===== src/lcdcmd_defs.vh =====
// Shared constants of the display controller command unit
`ifndef LCDCMD_DEFS_VH
`define LCDCMD_DEFS_VH

// Clock period and instruction execution time
`define LC_CLK_NS 100
`define LC_T_EXEC_NS 37000
`define LC_EXEC_CYC ((`LC_T_EXEC_NS + `LC_CLK_NS - 1) / `LC_CLK_NS)

// Instruction opcode bits, highest set bit wins
`define LC_B_DDA 7
`define LC_B_CGA 6
`define LC_B_FN 5
`define LC_B_SH 4
`define LC_B_DC 3
`define LC_B_EM 2
`define LC_B_HOME 1
`define LC_B_CLR 0

// Instruction field bits
`define LC_F_DL 4
`define LC_F_N 3
`define LC_F_F 2
`define LC_F_SC 3
`define LC_F_RL 2
`define LC_F_D 2
`define LC_F_C 1
`define LC_F_B 0
`define LC_F_ID 1
`define LC_F_S 0

// Display RAM address map
`define LC_AC_ZERO 7'h00
`define LC_DD_LAST1 7'h4f
`define LC_L1_LAST 7'h27
`define LC_L2_FIRST 7'h40
`define LC_L2_LAST 7'h67
`define LC_SPACE 8'h20

// Display shift span per line
`define LC_SHIFT_W1 7'h50
`define LC_SHIFT_W2 7'h28

// Drive configuration codes
`define LC_DUTY_8 2'h0
`define LC_DUTY_11 2'h1
`define LC_DUTY_16 2'h2
`define LC_COM_8 5'h08
`define LC_COM_11 5'h0b
`define LC_COM_16 5'h10
`define LC_DIG_1 5'h08
`define LC_DIG_2 5'h10

`endif


===== src/lcdcmd_ram.v =====
// Single-port-write, registered-read RAM for display and pattern data
`timescale 1ns/1ps
`default_nettype none
module lcdcmd_ram #(
  parameter AW = 7,
  parameter DW = 8
) (
  // Clock
  input wire clk,
  // Write port
  input wire we,
  input wire [AW-1:0] waddr,
  input wire [DW-1:0] wdata,
  // Read port
  input wire [AW-1:0] raddr,
  output reg [DW-1:0] rdata_q
);
  // Storage, no reset so it maps onto plain RAM
  reg [DW-1:0] mem [0:(1<<AW)-1];

  // Write and registered read
  always @(posedge clk) begin
    if (we) begin
      mem[waddr] <= wdata;
    end
    rdata_q <= mem[raddr];
  end
endmodule
`default_nettype wire


===== src/lcdcmd_nib.v =====
// Nibble assembler for the 4-bit and 8-bit host transfer modes
`timescale 1ns/1ps
`default_nettype none
module lcdcmd_nib (
  // Clock and reset
  input wire clk,
  input wire srst,
  // Mode
  input wire width8,
  // Host access
  input wire wr,
  input wire rd,
  input wire [7:0] wdata,
  // Assembled access
  output wire done,
  output wire [7:0] word,
  output reg phase_q
);
  // Upper nibble held from the first half of a 4-bit write
  reg [3:0] hold_q;

  // A transfer ends on every 8-bit access or the second nibble
  assign done = (wr | rd) & (width8 | phase_q);
  assign word = width8 ? wdata : {hold_q, wdata[7:4]};

  // Phase toggles on reads and writes alike, status checks too
  always @(posedge clk) begin
    if (srst) begin
      phase_q <= 1'b0;
      hold_q <= 4'h0;
    end else if (width8) begin
      phase_q <= 1'b0;
    end else if (wr | rd) begin
      phase_q <= ~phase_q;
      if (wr & ~phase_q) begin
        hold_q <= wdata[7:4];
      end
    end
  end
endmodule
`default_nettype wire


===== src/lcdcmd_top.v =====
// Instruction interpreter of a character display controller
//
// Overview of operation
// - Status read returns busy flag and counter
// - Instructions ignored while busy is set
// - One counter addresses both RAMs
// - Cursor shift steps counter down or up
// - Display shift moves view, cursor follows
// - Lines and font choose duty 8/11/16
// - Two lines force the small font
// - Drive 8, 11 or 16 commons
// - Data write goes to selected RAM
// - Write steps counter, may shift display
// - Read steps counter, never shifts display
// - Back-to-back reads all return fresh data
// - Read right after write is stale
// - Cursor shift sets up display reads
// - 4-bit mode uses two cycles each
// - Unused commons drive non-selection
// - Digit count of 8 or 16
// - Width select picks 8 or 4 lines
// - Entry direction steps counter by one
`timescale 1ns/1ps
`default_nettype none
`include "lcdcmd_defs.vh"
module lcdcmd_top #(
  parameter EXEC_CYCLES = `LC_EXEC_CYC,
  parameter CW = 9
) (
  // Clock and reset
  input wire clk,
  input wire srst,
  // Host port
  input wire register_select,
  input wire [7:0] bus_wdata,
  input wire bus_wr,
  input wire bus_rd,
  output reg [7:0] bus_rdata_q,
  // Status
  output reg busy_indicator_q,
  output reg [6:0] ram_address_counter_q,
  output reg pattern_ram_sel_q,
  output reg interface_width_select_q,
  // Display control
  output reg display_on_q,
  output reg cursor_on_q,
  output reg blink_on_q,
  output reg [6:0] display_shift_q,
  // Drive configuration
  output reg two_line_q,
  output reg tall_font_q,
  output reg [1:0] duty_sel_q,
  output reg [4:0] common_count_q,
  output reg [15:0] common_active_q,
  output reg [4:0] digit_count_q
);
  // Last count of the busy period
  localparam integer EXEC_LAST_I = EXEC_CYCLES - 1;
  localparam [CW-1:0] EXEC_LAST = EXEC_LAST_I[CW-1:0];

  // Entry mode
  reg step_up_q; // Counter direction
  reg entry_shift_q; // Shift display on write
  // Busy timer
  reg [CW-1:0] busy_cnt_q;
  // Read prefetch pipeline and latch
  reg pf1_q;
  reg pf2_q;
  reg [7:0] read_latch_q;
  // Clear sweep
  reg clr_q;
  reg [6:0] sweep_q;

  // Assembled host access
  wire acc_done;
  wire [7:0] acc_word;
  wire nib_phase;
  // RAM read data
  wire [7:0] dd_rdata;
  wire [7:0] cg_rdata;

  // Accepted instruction or data transfer
  wire take_wr = acc_done & bus_wr & ~busy_indicator_q;
  wire take_rd = acc_done & bus_rd & register_select & ~busy_indicator_q;
  wire take_cmd = take_wr & ~register_select;
  wire take_data = take_wr & register_select;
  wire in_dd = ~pattern_ram_sel_q;

  // RAM write controls; clear sweep owns display RAM while it runs
  wire dd_we = clr_q | (take_data & in_dd);
  wire [6:0] dd_waddr = clr_q ? sweep_q : ram_address_counter_q;
  wire [7:0] dd_wdata = clr_q ? `LC_SPACE : acc_word;
  wire cg_we = take_data & pattern_ram_sel_q;

  // Counter step with line wrap of the display RAM map
  function [6:0] ac_step;
    input [6:0] a;
    input up;
    input dd;
    input two;
    begin
      if (!dd) begin
        // Pattern RAM wraps within six bits
        ac_step = {1'b0, up ? a[5:0] + 6'h01 : a[5:0] - 6'h01};
      end else if (two) begin
        // Two lines skip the hole between the lines
        if (up) begin
          ac_step = (a == `LC_L1_LAST) ? `LC_L2_FIRST :
                    (a == `LC_L2_LAST) ? `LC_AC_ZERO : a + 7'h01;
        end else begin
          ac_step = (a == `LC_AC_ZERO) ? `LC_L2_LAST :
                    (a == `LC_L2_FIRST) ? `LC_L1_LAST : a - 7'h01;
        end
      end else begin
        // One line spans the whole display RAM
        if (up) begin
          ac_step = (a == `LC_DD_LAST1) ? `LC_AC_ZERO : a + 7'h01;
        end else begin
          ac_step = (a == `LC_AC_ZERO) ? `LC_DD_LAST1 : a - 7'h01;
        end
      end
    end
  endfunction

  // Display offset step; each line wraps on its own
  function [6:0] sh_step;
    input [6:0] o;
    input left;
    input two;
    reg [6:0] span;
    begin
      span = two ? `LC_SHIFT_W2 : `LC_SHIFT_W1;
      if (left) begin
        sh_step = (o == span - 7'h01) ? `LC_AC_ZERO : o + 7'h01;
      end else begin
        sh_step = (o == `LC_AC_ZERO) ? span - 7'h01 : o - 7'h01;
      end
    end
  endfunction

  // Host nibble assembly
  lcdcmd_nib u_nib (
    .clk(clk),
    .srst(srst),
    .width8(interface_width_select_q),
    .wr(bus_wr),
    .rd(bus_rd),
    .wdata(bus_wdata),
    .done(acc_done),
    .word(acc_word),
    .phase_q(nib_phase)
  );

  // Display RAM
  lcdcmd_ram #(.AW(7), .DW(8)) u_dd (
    .clk(clk),
    .we(dd_we),
    .waddr(dd_waddr),
    .wdata(dd_wdata),
    .raddr(ram_address_counter_q),
    .rdata_q(dd_rdata)
  );

  // Pattern RAM
  lcdcmd_ram #(.AW(6), .DW(8)) u_cg (
    .clk(clk),
    .we(cg_we),
    .waddr(ram_address_counter_q[5:0]),
    .wdata(acc_word),
    .raddr(ram_address_counter_q[5:0]),
    .rdata_q(cg_rdata)
  );

  // Busy timer; raised on acceptance, dropped after execution time
  always @(posedge clk) begin
    if (srst) begin
      busy_indicator_q <= 1'b0;
      busy_cnt_q <= {CW{1'b0}};
    end else if (take_wr | take_rd) begin
      busy_indicator_q <= 1'b1;
      busy_cnt_q <= {CW{1'b0}};
    end else if (busy_indicator_q) begin
      // Count out the fixed execution time
      if (busy_cnt_q == EXEC_LAST) begin
        busy_indicator_q <= 1'b0;
      end else begin
        busy_cnt_q <= busy_cnt_q + 1'b1;
      end
    end
  end

  // Instruction execution; effects land at the accept edge
  always @(posedge clk) begin
    if (srst) begin
      ram_address_counter_q <= `LC_AC_ZERO;
      pattern_ram_sel_q <= 1'b0;
      interface_width_select_q <= 1'b1;
      two_line_q <= 1'b0;
      tall_font_q <= 1'b0;
      step_up_q <= 1'b1;
      entry_shift_q <= 1'b0;
      display_on_q <= 1'b0;
      cursor_on_q <= 1'b0;
      blink_on_q <= 1'b0;
      display_shift_q <= `LC_AC_ZERO;
      pf1_q <= 1'b0;
      clr_q <= 1'b0;
      sweep_q <= `LC_AC_ZERO;
    end else begin
      pf1_q <= 1'b0;
      // Clear sweep writes blanks over display RAM addresses 00h to 4Fh
      if (clr_q) begin
        if (sweep_q == `LC_DD_LAST1) begin
          clr_q <= 1'b0;
        end else begin
          sweep_q <= sweep_q + 7'h01;
        end
      end
      if (take_data) begin
        // Write steps the counter; display shift only for display RAM
        ram_address_counter_q <= ac_step(ram_address_counter_q, step_up_q, in_dd, two_line_q);
        if (entry_shift_q & in_dd) begin
          display_shift_q <= sh_step(display_shift_q, step_up_q, two_line_q);
        end
      end else if (take_rd) begin
        // Read steps the counter and refetches, never shifts
        ram_address_counter_q <= ac_step(ram_address_counter_q, step_up_q, in_dd, two_line_q);
        pf1_q <= 1'b1;
      end else if (take_cmd) begin
        if (acc_word[`LC_B_DDA]) begin
          // Display address set, shared counter
          ram_address_counter_q <= acc_word[6:0];
          pattern_ram_sel_q <= 1'b0;
          pf1_q <= 1'b1;
        end else if (acc_word[`LC_B_CGA]) begin
          // Pattern address set, shared counter
          ram_address_counter_q <= {1'b0, acc_word[5:0]};
          pattern_ram_sel_q <= 1'b1;
          pf1_q <= 1'b1;
        end else if (acc_word[`LC_B_FN]) begin
          // Width, lines and font
          interface_width_select_q <= acc_word[`LC_F_DL];
          two_line_q <= acc_word[`LC_F_N];
          tall_font_q <= acc_word[`LC_F_F] & ~acc_word[`LC_F_N];
        end else if (acc_word[`LC_B_SH]) begin
          if (acc_word[`LC_F_SC]) begin
            // View moves; counter untouched so the cursor rides along
            display_shift_q <= sh_step(display_shift_q, ~acc_word[`LC_F_RL], two_line_q);
          end else begin
            // Cursor moves and acts as an address set for reads
            ram_address_counter_q <= ac_step(ram_address_counter_q, acc_word[`LC_F_RL], in_dd, two_line_q);
            pf1_q <= 1'b1;
          end
        end else if (acc_word[`LC_B_DC]) begin
          // Display, cursor and blink enables
          display_on_q <= acc_word[`LC_F_D];
          cursor_on_q <= acc_word[`LC_F_C];
          blink_on_q <= acc_word[`LC_F_B];
        end else if (acc_word[`LC_B_EM]) begin
          // Entry mode
          step_up_q <= acc_word[`LC_F_ID];
          entry_shift_q <= acc_word[`LC_F_S];
        end else if (acc_word[`LC_B_HOME]) begin
          // Home: counter and view back to origin
          ram_address_counter_q <= `LC_AC_ZERO;
          pattern_ram_sel_q <= 1'b0;
          display_shift_q <= `LC_AC_ZERO;
        end else if (acc_word[`LC_B_CLR]) begin
          // Clear: blank display RAM 00h to 4Fh, origin, increment mode
          ram_address_counter_q <= `LC_AC_ZERO;
          pattern_ram_sel_q <= 1'b0;
          display_shift_q <= `LC_AC_ZERO;
          step_up_q <= 1'b1;
          clr_q <= 1'b1;
          sweep_q <= `LC_AC_ZERO;
        end
      end
    end
  end

  // Read prefetch; RAM output settles one cycle after the counter.
  // A data write does not refetch, so the latch goes stale on purpose.
  always @(posedge clk) begin
    if (srst) begin
      pf2_q <= 1'b0;
      read_latch_q <= 8'h00;
    end else begin
      pf2_q <= pf1_q;
      if (pf2_q) begin
        read_latch_q <= pattern_ram_sel_q ? cg_rdata : dd_rdata;
      end
    end
  end

  // Read answer, valid only in the cycle after the strobe
  always @(posedge clk) begin
    if (srst) begin
      bus_rdata_q <= 8'h00;
    end else if (bus_rd) begin
      if (register_select) begin
        // Data read returns the latch, high nibble first in 4-bit mode
        if (interface_width_select_q) begin
          bus_rdata_q <= read_latch_q;
        end else if (nib_phase) begin
          bus_rdata_q <= {read_latch_q[3:0], 4'h0};
        end else begin
          bus_rdata_q <= {read_latch_q[7:4], 4'h0};
        end
      end else begin
        // Status read; answered even while busy
        if (interface_width_select_q) begin
          bus_rdata_q <= {busy_indicator_q, ram_address_counter_q};
        end else if (nib_phase) begin
          bus_rdata_q <= {ram_address_counter_q[3:0], 4'h0};
        end else begin
          bus_rdata_q <= {busy_indicator_q, ram_address_counter_q[6:4], 4'h0};
        end
      end
    end else begin
      bus_rdata_q <= 8'h00;
    end
  end

  // Duty, common and digit counts follow the line and font choice
  always @(posedge clk) begin
    if (srst) begin
      duty_sel_q <= `LC_DUTY_8;
      common_count_q <= `LC_COM_8;
      digit_count_q <= `LC_DIG_1;
    end else if (two_line_q) begin
      duty_sel_q <= `LC_DUTY_16;
      common_count_q <= `LC_COM_16;
      digit_count_q <= `LC_DIG_2;
    end else if (tall_font_q) begin
      duty_sel_q <= `LC_DUTY_11;
      common_count_q <= `LC_COM_11;
      digit_count_q <= `LC_DIG_1;
    end else begin
      duty_sel_q <= `LC_DUTY_8;
      common_count_q <= `LC_COM_8;
      digit_count_q <= `LC_DIG_1;
    end
  end

  // Per-common activity; a low bit means non-selection waveform
  genvar gi;
  generate
    for (gi = 0; gi < 16; gi = gi + 1) begin : g_com
      always @(posedge clk) begin
        if (srst) begin
          common_active_q[gi] <= 1'b0;
        end else begin
          common_active_q[gi] <= (gi < common_count_q);
        end
      end
    end
  endgenerate
endmodule
`default_nettype wire


===== config.mk =====
export PLATFORM = sky130hd
export DESIGN_NAME = lcdcmd_top
export DESIGN_NICKNAME = d
export VERILOG_FILES = /design/src/lcdcmd_ram.v /design/src/lcdcmd_nib.v /design/src/lcdcmd_top.v
export VERILOG_INCLUDE_DIRS = /design/src
export SDC_FILE = /design/constraint.sdc
export NUM_CORES = 2
export LEC_CHECK = 0
export BUFFER_PORTS_ARGS = -buffer_cell sky130_fd_sc_hd__buf_4
export CAP_MARGIN = 20
export CELL_PAD_IN_SITES_DETAIL_PLACEMENT = 0
export CELL_PAD_IN_SITES_GLOBAL_PLACEMENT = 2
export CORE_ASPECT_RATIO = 1.75
export CORE_MARGIN = 4
export CORE_UTILIZATION = 56
export CTS_BUF_LIST = sky130_fd_sc_hd__clkbuf_2
export CTS_CLUSTER_DIAMETER = 120
export CTS_CLUSTER_SIZE = 20
export DETAILED_ROUTE_END_ITERATION = 10
export GPL_TIMING_DRIVEN = 0
export PLACE_DENSITY = 0.95
export SLEW_MARGIN = 25
export SYNTH_ARGS = -nofsm -noshare
export SYNTH_HDL_FRONTEND = slang
export SYNTH_HIERARCHICAL = 1
export SYNTH_SLANG_ARGS = --single-unit
export TNS_END_PERCENT = 100

===== constraint.sdc =====
create_clock -name clk -period 12.7 [get_ports clk]
set_clock_uncertainty 0.05 [all_clocks]
set_input_delay 1.905 -clock clk [delete_from_list [all_inputs] [get_ports clk]]
set_output_delay 1.905 -clock clk [all_outputs]
set_load 0.005 [all_outputs]

; ---- After elaboration in Yosys (flattened, before gate mapping)
; Memory sizes are Yosys's and may differ from the RTL's. A register that Yosys moved wholly into a read port is not among the register bits.
; Index checks and enable logic that the tools add are counted.
[totals]
reg_bits = 92
ram_bits = 1536
in_bits = 13
output_inout_bits = 58
wordCells = 252
mem_count = 2
[memory_table]
columns = memory, words, word_bits, rd, rd_clocked_by_memory_dff, wr, line
row1 = u_dd.mem, 128, 8, 1, 1, 1, lcdcmd_ram.v:19  ; reg [DW-1:0] mem [0:(1<<AW)-1];
row2 = u_cg.mem, 64, 8, 1, 1, 1, lcdcmd_ram.v:19
[op_classes]
n_addsub = 9
n_lt_le_gt_ge = 16
eq_ne = 23
mux = 107
bitwise_logic = 31
n_reduce_logical = 22
[op_table]
columns = op, n
row1 = 7-bit two-way mux, 54
row2 = 8-bit two-way mux, 8
row3 = 4-bit by 5-bit less-than comparator with 1-bit output (first input constant), 8
row4 = 1-bit two-way mux, 39
row5 = 7-bit equality test (second input constant), 4
row6 = 7-bit by 1-bit adder with 7-bit output (second input constant), 3
row7 = 7-bit by 1-bit subtractor with 7-bit output (second input constant), 3
row8 = 3-bit by 5-bit less-than comparator with 1-bit output (first input constant), 4
row9 = 10-bit AND reduction, 2
row10 = 3-bit by 1-bit inequality test with 1-bit output (second input constant), 6
row11 = 8-bit AND reduction, 2
row12 = 7-bit zero test, 2
row13 = 1-bit NOT, 14
row14 = 1-bit bitwise AND, 13
row15 = 6-bit two-way mux, 2
row16 = 2-bit by 1-bit inequality test with 1-bit output (second input constant), 6
row17 = 1-bit by 5-bit less-than comparator with 1-bit output (first input constant), 2
row18 = 2-bit by 5-bit less-than comparator with 1-bit output (first input constant), 2
row19 = 5-bit two-way mux, 2
row20 = 5-bit by 1-bit inequality test with 1-bit output (second input constant), 2
row21 = 2-bit OR reduction, 5
row22 = 9-bit by 1-bit adder with 9-bit output (second input constant), 1
row23 = 9-bit equality test (second input constant), 1
row24 = 9-bit AND reduction, 1
row25 = other kinds (16), 22

; ---- Longest topological paths before layout
[depth]
ltp_word = 14
depth_mapped = 9
ltp_nobuf = 7

; ---- By module
; The synthesis kept the hierarchy.
[by_module_without_submodules]
columns = module, instances, cells_per_inst, area_per_inst_um2, seq_area_each_um2
row1 = lcdcmd_ram at u_dd, 1, 1634, 39656.8, 30909.6
row2 = lcdcmd_ram at u_cg, 1, 972, 20190.6, 15534.9
row3 = lcdcmd_top, 1, 561, 4510.6, 1341.3
row4 = lcdcmd_nib, 1, 31, 360.3, 100.1

; ---- Least setup slack after synthesis
; No wires, ideal clock.
[synth_timing]
path_kind = input -> register
start = in bus_wdata[4]
end = mem u_dd.mem[0][4] (data pin)
setup_time_ns = 0.797
arrival_time_ns = 6.133
required_ns = 11.853
setup_slack_ns = 5.719
path_stages = 5
n_path_buf = 2
path_cell_list = mux2_2 -> clkbuf_1 -> clkbuf_1 -> inv_1 -> nor2_1
[synth_via]
elab_chain_cells = 2
[synth_lines]
columns = item, line
row1 = start: declaration, lcdcmd_top.v:35  ; input wire [7:0] bus_wdata,
row2 = 8-bit two-way mux, lcdcmd_nib.v:24  ; assign word = width8 ? wdata : {hold_q, wdata[7:4]};
row3 = 8-bit two-way mux, lcdcmd_top.v:92  ; wire [7:0] dd_wdata = clr_q ? `LC_SPACE : acc_word;
row4 = via dd_wdata[4], lcdcmd_top.v:92
row5 = end: declaration, lcdcmd_ram.v:19
; The timed path passes the listed nets, and every way through them passes these cells.

; ---- Final worst setup path
[layout_timing]
start = reg ram_address_counter_q[2]
end = mem u_dd.mem[52][2] (enable)
[layout_via]
elab_chain_cells = 1
[layout_lines]
columns = item, line
row1 = start: declaration, lcdcmd_top.v:41  ; output reg [6:0] ram_address_counter_q,
row2 = start signal: assignment, lcdcmd_top.v:195  ; ram_address_counter_q <= `LC_AC_ZERO;
row3 = start signal: assignment, lcdcmd_top.v:221  ; ram_address_counter_q <= ac_step(ram_address_counter_q, step_up_q, in_dd, two_line_q);
row4 = start signal: assignment, lcdcmd_top.v:227  ; ram_address_counter_q <= ac_step(ram_address_counter_q, step_up_q, in_dd, two_line_q);
row5 = 7-bit two-way mux, lcdcmd_top.v:91  ; wire [6:0] dd_waddr = clr_q ? sweep_q : ram_address_counter_q;
row6 = via dd_waddr[2], lcdcmd_top.v:91
; The timed path passes the listed nets, and every way through them passes these cells.

==> results.json <==
{
  "status": "finished, final reports clean",
  "ant_nets": 0,
  "final_nets": 3413,
  "maxSlewViolCount": 0,
  "period_share_pct": 41.0,
  "grt_overflow": 0,
  "avgSynthCellArea_um2": 20.2,
  "wl_per_cell_um": 33.7,
  "timing.final.crit_period_ps": 5210,
  "grt_max_degree": 73,
  "first_global_vias": 33400,
  "vias_per_cell": 6.59,
  "vdd_drop_max_mv": 0.113,
  "ioPinCount": 71,
  "yosysMostFrequentCell": "edfxtp_1",
  "placed_area_um2": 68000,
  "critPathArrivalTime_ps": 6260,
  "cts_resized": 0,
  "criticalPathCategory": "reg2reg",
  "cts_tree": "yes",
  "die_area_um2": 121000,
  "numCtsBuffers": 91,
  "synth_edf_count": 1536,
  "synth_ff_type": "edfxtp_1",
  "synth.yosys.seq_area_share_pct": 74.0,
  "yosysTopAreaCellShare_pct": 71.3,
  "yosysWarningCount": 6,
  "core-area_um2": 115000,
  "max_slew_margin_pct": 22.6,
  "synth_cell_types": 89,
  "final-hold-violation-count": 0,
  "holdPathStages": 2,
  "stdcell_area_um2": 68800,
  "dp_hpwl_mm": 122,
  "setup_violations": 0,
  "clock_path_buffers": 3,
  "route.detailed.drc": 0,
  "clk_latency_ps": 1550,
  "clkTransAtPathRegs_ps": 350,
  "synth_cells": 3198,
  "final_core_util_pct": 60.1,
  "reg2regPathDepth": 8,
  "worstSetupStartpointType": "flip-flop",
  "worstMarginPinSlew_ps": 1160,
  "die_h_um": 458,
  "p_per_area_nw_per_um2": 128,
  "place_inst": 4794,
  "max_freq_mhz": 192,
  "grt_usage_pct": 27.7,
  "gp_congestion": 0.965,
  "power_mw": 8.84,
  "area_growth_syn_to_layout_pct": 6.28,
  "crit_path_end_kind": "flip-flop",
  "min_path_type": "reg2reg",
  "regArea_um2": 47900,
  "drive_gt1_share_pct": 25.5,
  "portBuffers": 66,
  "post-cts-setup-buffers": 0,
  "reg2reg_from": "ram_address_counter_q[2]$_SDFFE_PP0P_",
  "cp_max_fo": 14,
  "rows": 164,
  "p_leak_nw": 20.6,
  "drtIter0Drc": 3320,
  "hold_path_end": "busy_cnt_q[8]$_SDFFE_PP0P_",
  "yosys_register_bits": 1624,
  "vias": 32600,
  "ff2ff_setup_slack_ps": 7490,
  "grt_first_pass_wirelength_mm": 239,
  "fin_cells": 4943,
  "max_cap_viol_count": 0,
  "synth_common_cells": "edfxtp_1 (1536), mux4_2 (464), nor2_1 (285)",
  "wl_mm": 167,
  "worstReg2RegEnd": "u_dd/mem[52][2]$_DFFE_PP_",
  "ys_async_sr_fraction_pct": 0,
  "setup_tns_ps": 0,
  "synth_area_um2": 64700,
  "h-tree-depth": 3,
  "clock-root-buffer": "clkbuf_2",
  "fillers": 8068,
  "cp.required_ps": 13750,
  "initial_utilization_pct": 56.5,
  "first_pass_iters": 5,
  "clkSinkCount": 1624,
  "cts_hold_buf": 0,
  "rsz0062_at_grt": "false",
  "yosysTopAreaCell": "edfxtp_1",
  "multi_input_comb_area_um2": 15800,
  "synth.area.top_cells": "edfxtp_1 (71%), mux4_2 (16%), dfxtp_1 (2.7%)",
  "worstHoldStart": "busy_cnt_q[8]$_SDFFE_PP0P_",
  "antenna_found_initial": 8,
  "die-width_um": 265
}
## kinds of logic (layout without fill, tap and decap cells)
group	after synthesis	count (layout)	synth area share (%)
xor+xnor	22	22	0.298
flops	1624	1624	74.0
mux	529	529	17.2
other cells	1	8	0.00579
buf+inv	231	475	1.78
fa+ha+maj	7	7	0.135
compound gates	214	214	2.35
simple gates	570	570	4.25
## layout by cell type (no fill, tap or decap), drive strengths merged, types with 9 or more instances in the layout
cell type  instances
or2               16
nand3             49
nor2b             29
clkbuf           220
dfxtp             88
nor4               9
nand3b            14
a21oi             30
xnor2             13
nand2             64
or3               12
nand4             16
nor2             285
mux4             464
edfxtp          1536
buf              222
a211oi            18
o22ai             26
xor2               9
inv               26
nand2b            18
o21ai             34
nor3              15
mux2i             44
a22oi             12
mux2              21
## per-layer routing
metal  vias up  wire length (um)  GRT usage [%]  share of wire, %
met1     16900             49900           29.0                30
met3       559             10400           3.93               6.2
met5         -                39              0             0.023
li1      13500                 -              -                 -
met4         6             16800           22.1                10
met2      1612             89500           49.5                54
## how the worst max path moves through the flow
stage	startpoint	to	slack, ps	cells after the start
after floorplan	bus_wdata[4]	u_dd/mem[0][4]$_DFFE_PP_	5720	5
after global placement	bus_wdata[4]	u_dd/mem[100][4]$_DFFE_PP_	1090	6
after detailed placement	register_select	u_dd/mem[61][3]$_DFFE_PP_	6840	9
after CTS	ram_address_counter_q[2]$_SDFFE_PP0P_	u_dd/mem[61][0]$_DFFE_PP_	7660	8
after global routing	ram_address_counter_q[2]$_SDFFE_PP0P_	u_dd/mem[61][7]$_DFFE_PP_	7400	8
final	ram_address_counter_q[2]$_SDFFE_PP0P_	u_dd/mem[52][2]$_DFFE_PP_	7490	8
## sequential cells by signal, indices dropped and copies added, names as in the netlist, 7 cells and up
signal                 flops
bus_rdata_q                8
busy_cnt_q                 9
display_shift_q            7
ram_address_counter_q      7
read_latch_q               8
sweep_q                    7
u_cg/mem                 512
u_cg/rdata_q               8
u_dd/mem                1024
u_dd/rdata_q               8
## power by group
group	switching [mW]	total, mW	internal, mW
clock network	1.46	1.76	0.304
registers	0.0244	5.92	5.90
logic	0.694	1.15	0.457
total	2.18	8.84	6.66
## worst max-delay path: stages (launching register included)
cell and delay (ps):
dfxtp_1 1170, buf_6 240, clkbuf_1 400, mux2_2 260, clkbuf_1 430, nor2b_1 490
nand3b_1 420, clkbuf_2 580, nor2_1 750
## area by class of cell
class                           count  area share, %
Multi-Input combinational cell   1346           22.9
Sequential cell                  1624           69.6
Buffer                            205           1.55
Antenna cell                        4         0.0146
Tap cell                         1494           2.72
Clock inverter                      7          0.115
Timing Repair Buffer               99           1.90
Inverter                           26          0.142
Clock buffer                      138           1.00
## per-stage QoR
step | hold WS, ps | setup WS, ps
floorplan | 364 | 5720
global placement | 418 | 1090
detailed placement | 434 | 6840
CTS | 272 | 7660
global route | 396 | 7400
finish | 465 | 7490
Power figures use the tool's default switching activity.
